**src/shared/link_tx_pkg.sv**
```systemverilog
// Purpose: Constants shared by the transmit data-link status and data-entry block.
// Assumes: 8-bit register port, one clock at 125 MHz.
// Notes: Offsets are the printed register indices.
package link_tx_pkg;
    // ==========================================================
    // Register map
    localparam logic [7:0] STATUS_OFS = 8'hAC;
    localparam logic [7:0] DATA_OFS = 8'hAD;
    localparam logic [7:0] CFG_OFS = 8'hA8;
    localparam logic [7:0] START_THR_OFS = 8'hA9;
    localparam logic [7:0] LOW_THR_OFS = 8'hAA;
    localparam logic [7:0] IEN_OFS = 8'hAB;
    // ==========================================================
    // Field positions
    localparam int LOW_FILL_BIT = 0;
    localparam int UNDERRUN_BIT = 1;
    localparam int OVERRUN_BIT = 2;
    localparam int FULL_EV_BIT = 3;
    localparam int REPORT_BIT = 4;
    localparam int BELOW_LOW_BIT = 5;
    localparam int FULL_LIVE_BIT = 6;
    localparam int CFG_EN_BIT = 0;
    localparam int CFG_END_MSG_BIT = 3;
    localparam int CFG_PREN_BIT = 5;
    localparam int CFG_FIFOCLR_BIT = 6;
    // ==========================================================
    // Reset values and sizes
    localparam logic [7:0] CFG_RST = 8'h82;
    localparam logic [6:0] START_THR_RST = 7'h40;
    localparam logic [6:0] LOW_THR_RST = 7'h07;
    localparam logic [4:0] IEN_RST = 5'h00;
    localparam int FIFO_DEPTH = 128;
    localparam int CNT_W = 8;
    // ==========================================================
    // Transmit bit rate: one bit per BIT_DIV clocks
    localparam int BIT_DIV = 81;
    typedef enum logic [1:0] {
        TX_IDLE = 2'b00,
        TX_SEND = 2'b01,
        TX_DRAIN = 2'b11
    } tx_state_e;
endpackage : link_tx_pkg

```
**src/hw/link_tx_byte_store.sv**
```systemverilog
// Purpose: 128-byte store for transmit bytes with occupancy count.
// Assumes: Push is refused while full; pop only while not empty.
// Notes: Clear empties the store at once.
module link_tx_byte_store
    import link_tx_pkg::*;
(
    input wire logic i_clk,
    input wire logic i_rst,
    input wire logic i_clear,
    input wire logic i_push,
    input wire logic [7:0] i_data,
    input wire logic i_pop,
    output logic [7:0] o_data,
    output logic [CNT_W-1:0] o_count
);
    logic [7:0] mem [FIFO_DEPTH];
    logic [6:0] wr_q;
    logic [6:0] rd_q;
    logic [CNT_W-1:0] cnt_q;
    logic do_push;
    logic do_pop;

    assign do_push = i_push && (cnt_q != CNT_W'(FIFO_DEPTH));
    assign do_pop = i_pop && (cnt_q != '0);
    assign o_data = mem[rd_q];
    assign o_count = cnt_q;

    always_ff @(posedge i_clk) begin
        if (do_push) begin
            mem[wr_q] <= i_data;
        end
    end

    always_ff @(posedge i_clk) begin
        if (i_rst || i_clear) begin
            wr_q <= '0;
            rd_q <= '0;
            cnt_q <= '0;
        end else begin
            if (do_push) begin
                wr_q <= wr_q + 7'd1;
            end
            if (do_pop) begin
                rd_q <= rd_q + 7'd1;
            end
            if (do_push && !do_pop) begin
                cnt_q <= cnt_q + CNT_W'(1);
            end else if (do_pop && !do_push) begin
                cnt_q <= cnt_q - CNT_W'(1);
            end
        end
    end
endmodule : link_tx_byte_store

```
**src/hw/link_tx_bit_tick.sv**
```systemverilog
// Purpose: Divider giving a one-cycle bit-rate enable.
// Assumes: Single clock.
// Notes: Period is the package bit divisor.
module link_tx_bit_tick
    import link_tx_pkg::*;
(
    input wire logic i_clk,
    input wire logic i_rst,
    output logic o_tick
);
    logic [6:0] cnt_q;

    always_ff @(posedge i_clk) begin
        if (i_rst) begin
            cnt_q <= '0;
            o_tick <= 1'b0;
        end else if (cnt_q == 7'(BIT_DIV - 1)) begin
            cnt_q <= '0;
            o_tick <= 1'b1;
        end else begin
            cnt_q <= cnt_q + 7'd1;
            o_tick <= 1'b0;
        end
    end
endmodule : link_tx_bit_tick

```
**src/hw/link_tx_controller.sv**
```systemverilog
// Purpose: Status, interrupt and byte-entry part of a transmit data-link controller.
// Assumes: Host keeps register accesses no faster than the transmit bit rate.
// Notes: Framing, stuffing and checksum are outside; bytes leave LSB first.
module link_tx_controller
    import link_tx_pkg::*;
(
    input wire logic i_clk,
    input wire logic i_rst,
    input wire logic [7:0] i_addr,
    input wire logic [7:0] i_wdata,
    input wire logic i_wr,
    input wire logic i_rd,
    output logic [7:0] o_rdata,
    input wire logic i_report_req,
    output logic o_tx_bit,
    output logic o_tx_valid,
    output logic o_end_of_message,
    output logic o_irq_out_n
);
    // ==========================================================
    // Registers
    logic [7:0] cfg_q;
    logic [6:0] start_tx_threshold_q;
    logic [6:0] low_irq_threshold_q;
    logic [4:0] irq_en_q;
    logic [4:0] flags_q;
    logic [4:0] flags_d;
    logic [7:0] last_byte_q;
    logic below_low_q;
    logic full_q;
    logic report_q;

    logic wr_status;
    logic rd_status;
    logic wr_data;
    logic [CNT_W-1:0] fill;
    logic below_low_level;
    logic full_now;
    logic [7:0] fifo_out;
    logic pop;
    logic bit_tick;

    assign wr_status = i_wr && (i_addr == STATUS_OFS);
    assign rd_status = i_rd && (i_addr == STATUS_OFS);
    assign wr_data = i_wr && (i_addr == DATA_OFS);

    assign full_now = (fill == CNT_W'(FIFO_DEPTH));
    assign below_low_level = (fill == '0) ||
        (fill < {1'b0, low_irq_threshold_q});

    // ==========================================================
    // Submodules
    link_tx_byte_store u_store (
        .i_clk(i_clk),
        .i_rst(i_rst),
        .i_clear(cfg_q[CFG_FIFOCLR_BIT]),
        .i_push(wr_data),
        .i_data(i_wdata),
        .i_pop(pop),
        .o_data(fifo_out),
        .o_count(fill)
    );

    link_tx_bit_tick u_tick (
        .i_clk(i_clk),
        .i_rst(i_rst),
        .o_tick(bit_tick)
    );

    // ==========================================================
    // Configuration writes
    always_ff @(posedge i_clk) begin
        if (i_rst) begin
            cfg_q <= CFG_RST;
        end else if (i_wr && i_addr == CFG_OFS) begin
            cfg_q <= i_wdata;
        end else if (wr_data) begin
            cfg_q[CFG_END_MSG_BIT] <= 1'b0;
        end
    end

    always_ff @(posedge i_clk) begin
        if (i_rst) begin
            start_tx_threshold_q <= START_THR_RST;
            low_irq_threshold_q <= LOW_THR_RST;
            irq_en_q <= IEN_RST;
            last_byte_q <= '0;
        end else if (i_wr) begin
            if (i_addr == START_THR_OFS) begin
                start_tx_threshold_q <= i_wdata[6:0];
            end
            if (i_addr == LOW_THR_OFS) begin
                low_irq_threshold_q <= i_wdata[6:0];
            end
            if (i_addr == IEN_OFS) begin
                irq_en_q <= i_wdata[4:0];
            end
            if (i_addr == DATA_OFS) begin
                last_byte_q <= i_wdata;
            end
        end
    end

    assign o_end_of_message = cfg_q[CFG_END_MSG_BIT];

    // ==========================================================
    // Serializer
    tx_state_e state_q;
    logic [7:0] shift_q;
    logic [2:0] bit_q;
    logic in_packet_q;
    logic underrun_ev;
    logic start_ok;

    assign start_ok = fill > {1'b0, start_tx_threshold_q};
    assign pop = bit_tick && (state_q != TX_SEND || bit_q == 3'd7) &&
        cfg_q[CFG_EN_BIT] && fill != '0 &&
        (state_q != TX_IDLE || start_ok);
    assign underrun_ev = bit_tick && in_packet_q && fill == '0 &&
        (state_q == TX_DRAIN || (state_q == TX_SEND && bit_q == 3'd7));

    always_ff @(posedge i_clk) begin
        if (i_rst || cfg_q[CFG_FIFOCLR_BIT] || !cfg_q[CFG_EN_BIT]) begin
            state_q <= TX_IDLE;
            shift_q <= '0;
            bit_q <= '0;
            o_tx_bit <= 1'b1;
            o_tx_valid <= 1'b0;
        end else if (bit_tick) begin
            case (state_q)
                TX_IDLE: begin
                    o_tx_valid <= 1'b0;
                    o_tx_bit <= 1'b1;
                    if (pop) begin
                        shift_q <= fifo_out;
                        bit_q <= '0;
                        state_q <= TX_SEND;
                    end
                end
                TX_SEND: begin
                    o_tx_bit <= shift_q[0];
                    o_tx_valid <= 1'b1;
                    shift_q <= {1'b0, shift_q[7:1]};
                    if (bit_q == 3'd7) begin
                        bit_q <= '0;
                        if (pop) begin
                            shift_q <= fifo_out;
                        end else begin
                            state_q <= TX_DRAIN;
                        end
                    end else begin
                        bit_q <= bit_q + 3'd1;
                    end
                end
                TX_DRAIN: begin
                    o_tx_valid <= 1'b0;
                    o_tx_bit <= 1'b1;
                    if (pop) begin
                        shift_q <= fifo_out;
                        state_q <= TX_SEND;
                    end else if (!in_packet_q) begin
                        state_q <= TX_IDLE;
                    end
                end
                default: begin
                    state_q <= TX_IDLE;
                end
            endcase
        end
    end

    // Packet is open from the first byte until a configuration write sets end-of-message, an underrun or a FIFO clear
    always_ff @(posedge i_clk) begin
        if (i_rst || cfg_q[CFG_FIFOCLR_BIT]) begin
            in_packet_q <= 1'b0;
        end else if (i_wr && i_addr == CFG_OFS && i_wdata[CFG_END_MSG_BIT]) begin
            in_packet_q <= 1'b0;
        end else if (wr_data) begin
            in_packet_q <= 1'b1;
        end else if (underrun_ev) begin
            in_packet_q <= 1'b0;
        end
    end

    // ==========================================================
    // Event flags
    always_ff @(posedge i_clk) begin
        if (i_rst) begin
            below_low_q <= 1'b1;
            full_q <= 1'b0;
            report_q <= 1'b0;
        end else begin
            below_low_q <= below_low_level;
            full_q <= full_now;
            report_q <= i_report_req && cfg_q[CFG_PREN_BIT];
        end
    end

    always_comb begin
        flags_d = flags_q;
        if (rd_status) begin
            flags_d = '0;
        end
        if (wr_status) begin
            flags_d[UNDERRUN_BIT] = 1'b0;
        end
        // Sets come last so an event in a clearing cycle survives
        if (below_low_level && !below_low_q) begin
            flags_d[LOW_FILL_BIT] = 1'b1;
        end
        if (underrun_ev) begin
            flags_d[UNDERRUN_BIT] = 1'b1;
        end
        if (wr_data && full_now) begin
            flags_d[OVERRUN_BIT] = 1'b1;
        end
        if (full_now && !full_q) begin
            flags_d[FULL_EV_BIT] = 1'b1;
        end
        if (i_report_req && cfg_q[CFG_PREN_BIT] && !report_q) begin
            flags_d[REPORT_BIT] = 1'b1;
        end
    end

    always_ff @(posedge i_clk) begin
        if (i_rst) begin
            flags_q <= '0;
        end else begin
            flags_q <= flags_d;
        end
    end

    always_ff @(posedge i_clk) begin
        if (i_rst) begin
            o_irq_out_n <= 1'b1;
        end else begin
            o_irq_out_n <= ~|(flags_d & irq_en_q);
        end
    end

    // ==========================================================
    // Read port
    logic [7:0] status_word;
    logic [7:0] rd_word;

    // Live bits sit above the sticky flags; bit 7 reads as zero
    assign status_word = {1'b0, full_now, below_low_level, flags_q};

    always_comb begin
        rd_word = '0;
        case (i_addr)
            CFG_OFS: begin
                rd_word = cfg_q;
            end
            START_THR_OFS: begin
                rd_word = {1'b0, start_tx_threshold_q};
            end
            LOW_THR_OFS: begin
                rd_word = {1'b0, low_irq_threshold_q};
            end
            IEN_OFS: begin
                rd_word = {3'b000, irq_en_q};
            end
            STATUS_OFS: begin
                rd_word = status_word;
            end
            DATA_OFS: begin
                rd_word = last_byte_q;
            end
            default: begin
                rd_word = '0;
            end
        endcase
    end

    // Data stand for one cycle after the strobe and read as zero otherwise
    always_ff @(posedge i_clk) begin
        if (i_rst || !i_rd) begin
            o_rdata <= '0;
        end else begin
            o_rdata <= rd_word;
        end
    end
endmodule : link_tx_controller

```
**config.mk**
```make
export PLATFORM = sky130hd
export DESIGN_NAME = link_tx_controller
export DESIGN_NICKNAME = d
export VERILOG_FILES = /design/src/shared/link_tx_pkg.sv /design/src/hw/link_tx_byte_store.sv /design/src/hw/link_tx_bit_tick.sv /design/src/hw/link_tx_controller.sv
export SDC_FILE = /design/constraint.sdc
export NUM_CORES = 1
export LEC_CHECK = 0
export ABC_AREA = 1
export BUFFER_PORTS_ARGS = -buffer_cell sky130_fd_sc_hd__clkbuf_2
export CAP_MARGIN = 25
export CORE_MARGIN = 1
export CORE_UTILIZATION = 25
export DETAILED_ROUTE_END_ITERATION = 12
export PLACE_DENSITY = 0.49
export SYNTH_ARGS = -nofsm -noshare
export SYNTH_HDL_FRONTEND = slang
export SYNTH_SLANG_ARGS = --single-unit
```
**constraint.sdc**
```tcl
create_clock -name i_clk -period 7.6 [get_ports i_clk]
set_input_delay 1.14 -clock i_clk [delete_from_list [all_inputs] [get_ports i_clk]]
set_output_delay 1.14 -clock i_clk [all_outputs]
set_load 0.01 [all_outputs]
```
==> flow_summary.ini, run 1 <==
[finish]
drive_above_1_share_pct = 6.558
num_antenna_cells = 0
fin_nets = 4253
areaGrowthSynthToFinish_pct = 13.42

[detailed_routing]
wl_met1_um = 61620
vias_per_cell = 4.592
first_pass_iters = 6
drt_iter0_drc = 2932
routed.top_layer = met4
wl_met2_um = 64130
routed-wl-met3_um = 7259
drt_wl_total_um = 136300
num_vias = 31130
antenna_left = 0
drcViolationCount = 0
routedWlPerCell_um = 20.10

[placement]
dp.final_hpwl_um = 77450
numPortBuffers = 32
finalWeightedCongestion = 0.8357
pre_cts_slack_ps = 3536

[timing]
hold_viol_final = 0
slew-limit-headroom_pct = 26.84
fin_crit_sh_pct = 48.84
worst_pin_slew_ps = 1097
max_freq_mhz = 269.4
fin_worst_skew_ps = 25.53
fin_crit_ps = 3712
setup_viol = 0
whs_ps = 451.9
slew_violations = 0
finalSetupTns_ps = 0
setup_slack_ps = 3888
rsz0062_at_grt = no

[grt]
grt_start_max_net_pins = 233
grt_first_pass_wirelength_um = 201000
grt.total_usage_pct = 14.00
antenna_found_initial = 2
grt.overflow.total = 0
grt_pass1_vias = 30810

[setup_path]
slowest_delay_ps = 910
slowest_stage = buf_4
critPathTopFamily = buffers and inverters
critical_path_class = flip-flop to flip-flop
cpMostUsedCell = nand2_1
path_cells = inv_16 -> buf_4 -> nand2_1 -> nand3_1 -> nand3_1 -> nand2_1 -> nand2_1 -> nand3_1 -> nand3_1 -> nand3_1 -> nand2_1 -> nand2_1 -> nand2_1 -> a21oi_2
cp_num_buf_inv = 2
cp-start-kind = flip-flop
crit_path_end_kind = flip-flop
crit_required_ps = 8260
critical_path.max_fanout = 232
crit_arrival_ps = 4370

[job]
max_cap_viol_count = 0

[min_path]
min_from = u_tick.cnt_q[0]$_SDFF_PP0_
hold_path.class = flip-flop to flip-flop

[synth]
synthArstFlopShare_pct = 0
synth_area_leaders = edfxtp_1, nand2_1, nand3_1
synth-edff-count = 1024
synthCells = 4261
ys_seq_area_share_pct = 69.86
synth_top_area_share_pct = 65.39
yosys.cell_count.top_type = nand2_1
synthFlopType = edfxtp_1
synth_top_area_cell = edfxtp_1
syn_area_um2 = 47030
yosys-top-cells-count = nand2_1, edfxtp_1, nand3_1
syn_avg_cell_area_um2 = 11.04
synth_nets = 4313
yosys.cell_types.count = 46
ys_seq_elements = 1129
yosysWarnings = 0

[floorplan]
ioPinCount = 33
core-area_um2 = 186200
rows = 158
fp.dieW_um = 435.7
die_h_um = 435.7
initial_core_util_pct = 25.25
fp.dieArea_um2 = 189800

[clock_network]
clk_latency_ps = 730
holdBufCountCts = 0
cts-htree-levels = 3
cts_buffer_depth = 3
ctsRootBufferMaster = clkbuf_16
cts_buffers = 119
cts_sinks = 1129
clk_pin_slew_worst_paths_ps = 70
post_cts_resized = 0
cts_tree = done
post-cts-setup-buffers = 0

[power]
power.density_nw_per_um2 = 242.2
ir_drop_v = 0.0001705
leakage_nw = 18.35

[run_status]
outcome = complete, no violations
sequential cells by signal, indices dropped and copies added (netlist names), 2 cells and up, named ones only:
name / count
u_store.mem: 1024
cfg_q: 8
last_byte_q: 8
o_rdata: 8
shift_q: 8
u_store.o_count: 8
low_irq_threshold_q: 7
start_tx_threshold_q: 7
u_store.rd_q: 7
u_store.wr_q: 7
u_tick.cnt_q: 7
flags_q: 5
irq_en_q: 5
bit_q: 3
state_q: 2
routing by layer:
| layer | global-route usage [%] | vias to the layer above |
|---|---|---|
| met5 | 0 | - |
| met4 | 3.731 | 0 |
| met3 | 2.419 | 196 |
| met2 | 22.94 | 828 |
| met1 | 19.01 | 15380 |
| li1 | - | 14730 |
logic make-up (layout without fill, tap and decap cells):
logic type	count (synthesis)	count (layout)	share of synthesized area, %
simple gates	2527	2527	23.04
flops	1129	1129	69.86
buf+inv	374	413	3.885
compound gates	194	194	2.267
fa+ha+maj	31	31	0.8408
xor+xnor	6	6	0.1117
where the power goes:
part	switching (mW)	leakage, nW	internal, mW
Clock	2.45	1.93	3.53
Sequential	0.00123	10.0	6.76
Combinational	0.150	6.37	0.0150
Total	2.61	18.4	10.3
placed cells by master (no fill, tap or decap), types with 4 or more instances in the layout:
cell / netlist / routed
a211oi_1: 5 / 5
nand3_1: 883 / 883
o21ai_0: 70 / 70
o22ai_1: 11 / 11
edfxtp_1: 1024 / 1024
a21oi_2: 7 / 7
bufinv_16: 0 / 17
nand4_1: 8 / 8
inv_6: 0 / 5
a31oi_1: 4 / 4
clkbuf_1: 50 / 26
ha_1: 30 / 30
nor2_4: 5 / 5
nand2_1: 1392 / 1392
inv_1: 118 / 116
clkinv_2: 0 / 16
clkbuf_16: 0 / 121
buf_4: 22 / 25
nand3b_1: 8 / 8
a21oi_1: 77 / 77
clkinv_4: 0 / 4
clkbuf_2: 0 / 24
clkbuf_8: 0 / 5
inv_2: 8 / 8
o21ai_1: 8 / 8
o211ai_1: 4 / 4
nor2_1: 192 / 192
buf_6: 20 / 8
nor3_1: 17 / 17
nand3_2: 4 / 4
clkinv_1: 0 / 20
clkinvlp_4: 0 / 6
dfxtp_1: 105 / 101
xor2_1: 5 / 5
cell type report:
type / count / area (um^2)
fill: 19310 / 132900
sequential: 1129 / 32860
inverter: 129 / 515.5
tap: 2480 / 3103
timing repair buffer: 64 / 523.0
multi-input combinational: 2758 / 12350
clock inverter: 68 / 789.5
clock buffer: 152 / 3194
worst register-to-register path: stages, from the launching register on:
cell and delay [ps]:
dfxtp_4 570, inv_16 620, buf_4 920, nand2_1 150, nand3_1 150, nand3_1 130, nand2_1 140, nand2_1 60
nand3_1 180, nand3_1 240, nand3_1 150, nand2_1 70, nand2_1 60, nand2_1 80, a21oi_2 120
through the flow:
step / instance area [um^2] / instances / total power, mW / utilization, %
after floorplan: 47030 / 4261 / 6.916 / -
after global placement: 49290 / 6556 / 7.069 / 26.47
after detailed placement: 49350 / 6559 / 7.069 / 26.50
after CTS: 53330 / 6779 / 13.02 / 28.64
after global routing: 53340 / 6780 / 13.24 / 28.64
final: 53340 / 6780 / 12.92 / 28.64
final timing paths:
path / endpoint / slack, ps / cells past startpoint
worst max-delay path: shift_q[1]$_SDFFE_PP0P_ / 3890 / 14
worst min-delay path: u_tick.cnt_q[0]$_SDFF_PP0_ / 450 / 1
worst max register to register: shift_q[1]$_SDFFE_PP0P_ / 3890 / 14
worst min register to register: u_tick.cnt_q[0]$_SDFF_PP0_ / 450 / 1
(Power assumes the default switching activity.)
==> inputs of run 2 (changes only) <==
Clock period 7.6 ns to 3.8 ns, I/O delays scaled along.
==> run 2 against run 1 <==
Net effect:
- via count rose by 0.68%
- setup slack lost 3400 ps
- power grew 96%
- critical path depth is 5 higher
- sequential power rose by 99%
- cell count grew 1.9%
- first-iteration DRC count shrank 1.1%
- hold slack worse by 370 ps
- critical path type unchanged
- largest power group unchanged
==> flow_summary.ini, run 2 (synthesis results as in run 1) <==
[timing]
slew_violations = 0
setup_slack_ps = 507.7
fin_worst_skew_ps = 41.73
fin_crit_ps = 3292
rsz0062_at_grt = no
slew-limit-headroom_pct = 17.58
fin_crit_sh_pct = 86.64
hold_viol_final = 0
setup_viol = 0
finalSetupTns_ps = 0
max_freq_mhz = 303.7
worst_pin_slew_ps = 1236

[power]
power_frac_clock_pct = 45.3
power.density_nw_per_um2 = 466.8
p_switching_mw = 5.229
leakage_nw = 18.98
intPower_mw = 20.12
ir_drop_v = 0.0003905
swShare_pct = 20.63
combinationalPowerShare_pct = 1.3
seqPwrFrac_pct = 53.4

[clock_network]
cts_buffer_depth = 3
holdBufCountCts = 0
cts_buffers = 120
clk_latency_ps = 760
cts-htree-levels = 3
post_cts_resized = 0
post-cts-setup-buffers = 0
cts_tree = done
clk_pin_slew_worst_paths_ps = 60
ctsRootBufferMaster = clkbuf_16
cts_sinks = 1129

[detailed_routing]
drt_iter0_drc = 2900
routedWlPerCell_um = 19.51
num_vias = 31350
drt_wl_total_um = 134800
first_pass_iters = 5
antenna_left = 0
vias_per_cell = 4.538
drcViolationCount = 0

[grt]
antenna_found_initial = 1
grt_start_max_net_pins = 190
grt.overflow.total = 0
grt_pass1_vias = 30800
grt_first_pass_wirelength_um = 201300
grt.total_usage_pct = 13.91

[run_status]
outcome = complete, no violations

[floorplan]
fp.dieArea_um2 = 189800
fp.dieW_um = 435.7
initial_core_util_pct = 25.25
core-area_um2 = 186200
ioPinCount = 33
die_h_um = 435.7
rows = 158

[finish]
areaGrowthSynthToFinish_pct = 15.45
utilization_pct = 29.15
fin_nets = 4375
largest_reg_flops = 1024
layout_common_cells = nand2_1, edfxtp_1, nand3_1
drive_above_1_share_pct = 9.107
layout_commonest_cell = nand2_1
top_register = u_store.mem

[placement]
finalWeightedCongestion = 0.8248
numPortBuffers = 32
dp.final_hpwl_um = 80560
pre_cts_slack_ps = 497.3

[setup_path]
cp-start-kind = flip-flop
crit_arrival_ps = 3930
critical_path_class = flip-flop to flip-flop
crit_required_ps = 4430
path_cells = inv_1 -> ha_1 -> inv_1 -> nor2_1 -> nor2_1 -> nand2_1 -> nor2_1 -> nand2_1 -> ha_1 -> inv_1 -> ha_1 -> a21oi_1 -> inv_1 -> a31oi_1 -> o21ai_0 -> a21oi_1 -> xnor2_1 -> o21ai_0 -> inv_1
slowest_stage = dfxtp_1
crit_path_end_kind = flip-flop
slowest_delay_ps = 370
cpMostUsedCell = inv_1
critical_path.max_fanout = 9

[job]
max_cap_viol_count = 0

[min_path]
hold_path.class = primary input to flip-flop
-- run 2: changes by cell type in the layout (fill, tap and decap cells not counted), moves of 3 or more --
cell	delta
clkinvlp_4	-3
buf_12	+18
clkinv_2	+13
clkinv_1	+5
inv_6	-4
bufinv_16	-9
buf_4	+107
-- run 2: power by group through the flow --
stage               combinational (mW)  sequential [mW]  clock (mW)
floorplan                       0.0364             13.8           0
global route                     0.352             13.5        12.2
finish                           0.326             13.5        11.5
CTS                              0.338             13.5        11.7
detailed placement               0.339             13.8           0
global placement                 0.335             13.8           0
-- run 2: area by class of cell --
| cell class | instances | area [um^2] |
|---|---|---|
| fillers | 19200 | 131900 |
| flip-flops and latches | 1129 | 32860 |
| multi-input cells | 2758 | 12350 |
| clock buffers | 153 | 3241 |
| well taps | 2480 | 3103 |
| repair buffers | 185 | 1622 |
| clock inverters | 71 | 594.3 |
| inverters | 129 | 515.5 |
| diodes | 2 | 5.005 |
-- run 2: worst paths after layout --
kind	cells after the start	start	to	slack, ps
max	19	state_q[1]$_SDFFE_PP0P_	u_store.o_count[6]$_SDFFE_PP0P_	510
min reg2reg	1	u_tick.cnt_q[0]$_SDFF_PP0_	u_tick.cnt_q[0]$_SDFF_PP0_	450
min	3	i_report_req	report_q$_SDFF_PP0_	80
max reg2reg	19	state_q[1]$_SDFFE_PP0P_	u_store.o_count[6]$_SDFFE_PP0P_	510
-- run 2: worst max-delay path, delay by kind of cell (launching register included) --
kind                       cells  cell delay [ps]
AOI/OAI and AO/OA              5              820
xor gates and xnor gates       1               80
adders and majority gates      3              810
buffers and inverters          5              540
DFF                            1              370
and+or+nand+nor                5              550
-- run 2: metrics by stage --
step	cells	cell area [um^2]	hold WS [ps]	total power, mW
3_5_place_dp	6681	50450	440.6	14.13
6_report	6907	54290	84.79	25.35
5_1_grt	6906	54290	82.44	26.04
4_1_cts	6905	54290	23.45	25.60
2_1_floorplan	4261	47030	417.3	13.83
3_3_place_gp	6681	50450	431.1	14.13
-- run 2: metal layers --
metal	global-route usage [%]	vias to the layer above	wire [um]
met4	4.117	0	2933
met5	0	-	0
met1	19.06	15350	60710
met3	1.987	174	7582
met2	22.70	858	63550
li1	-	14970	-
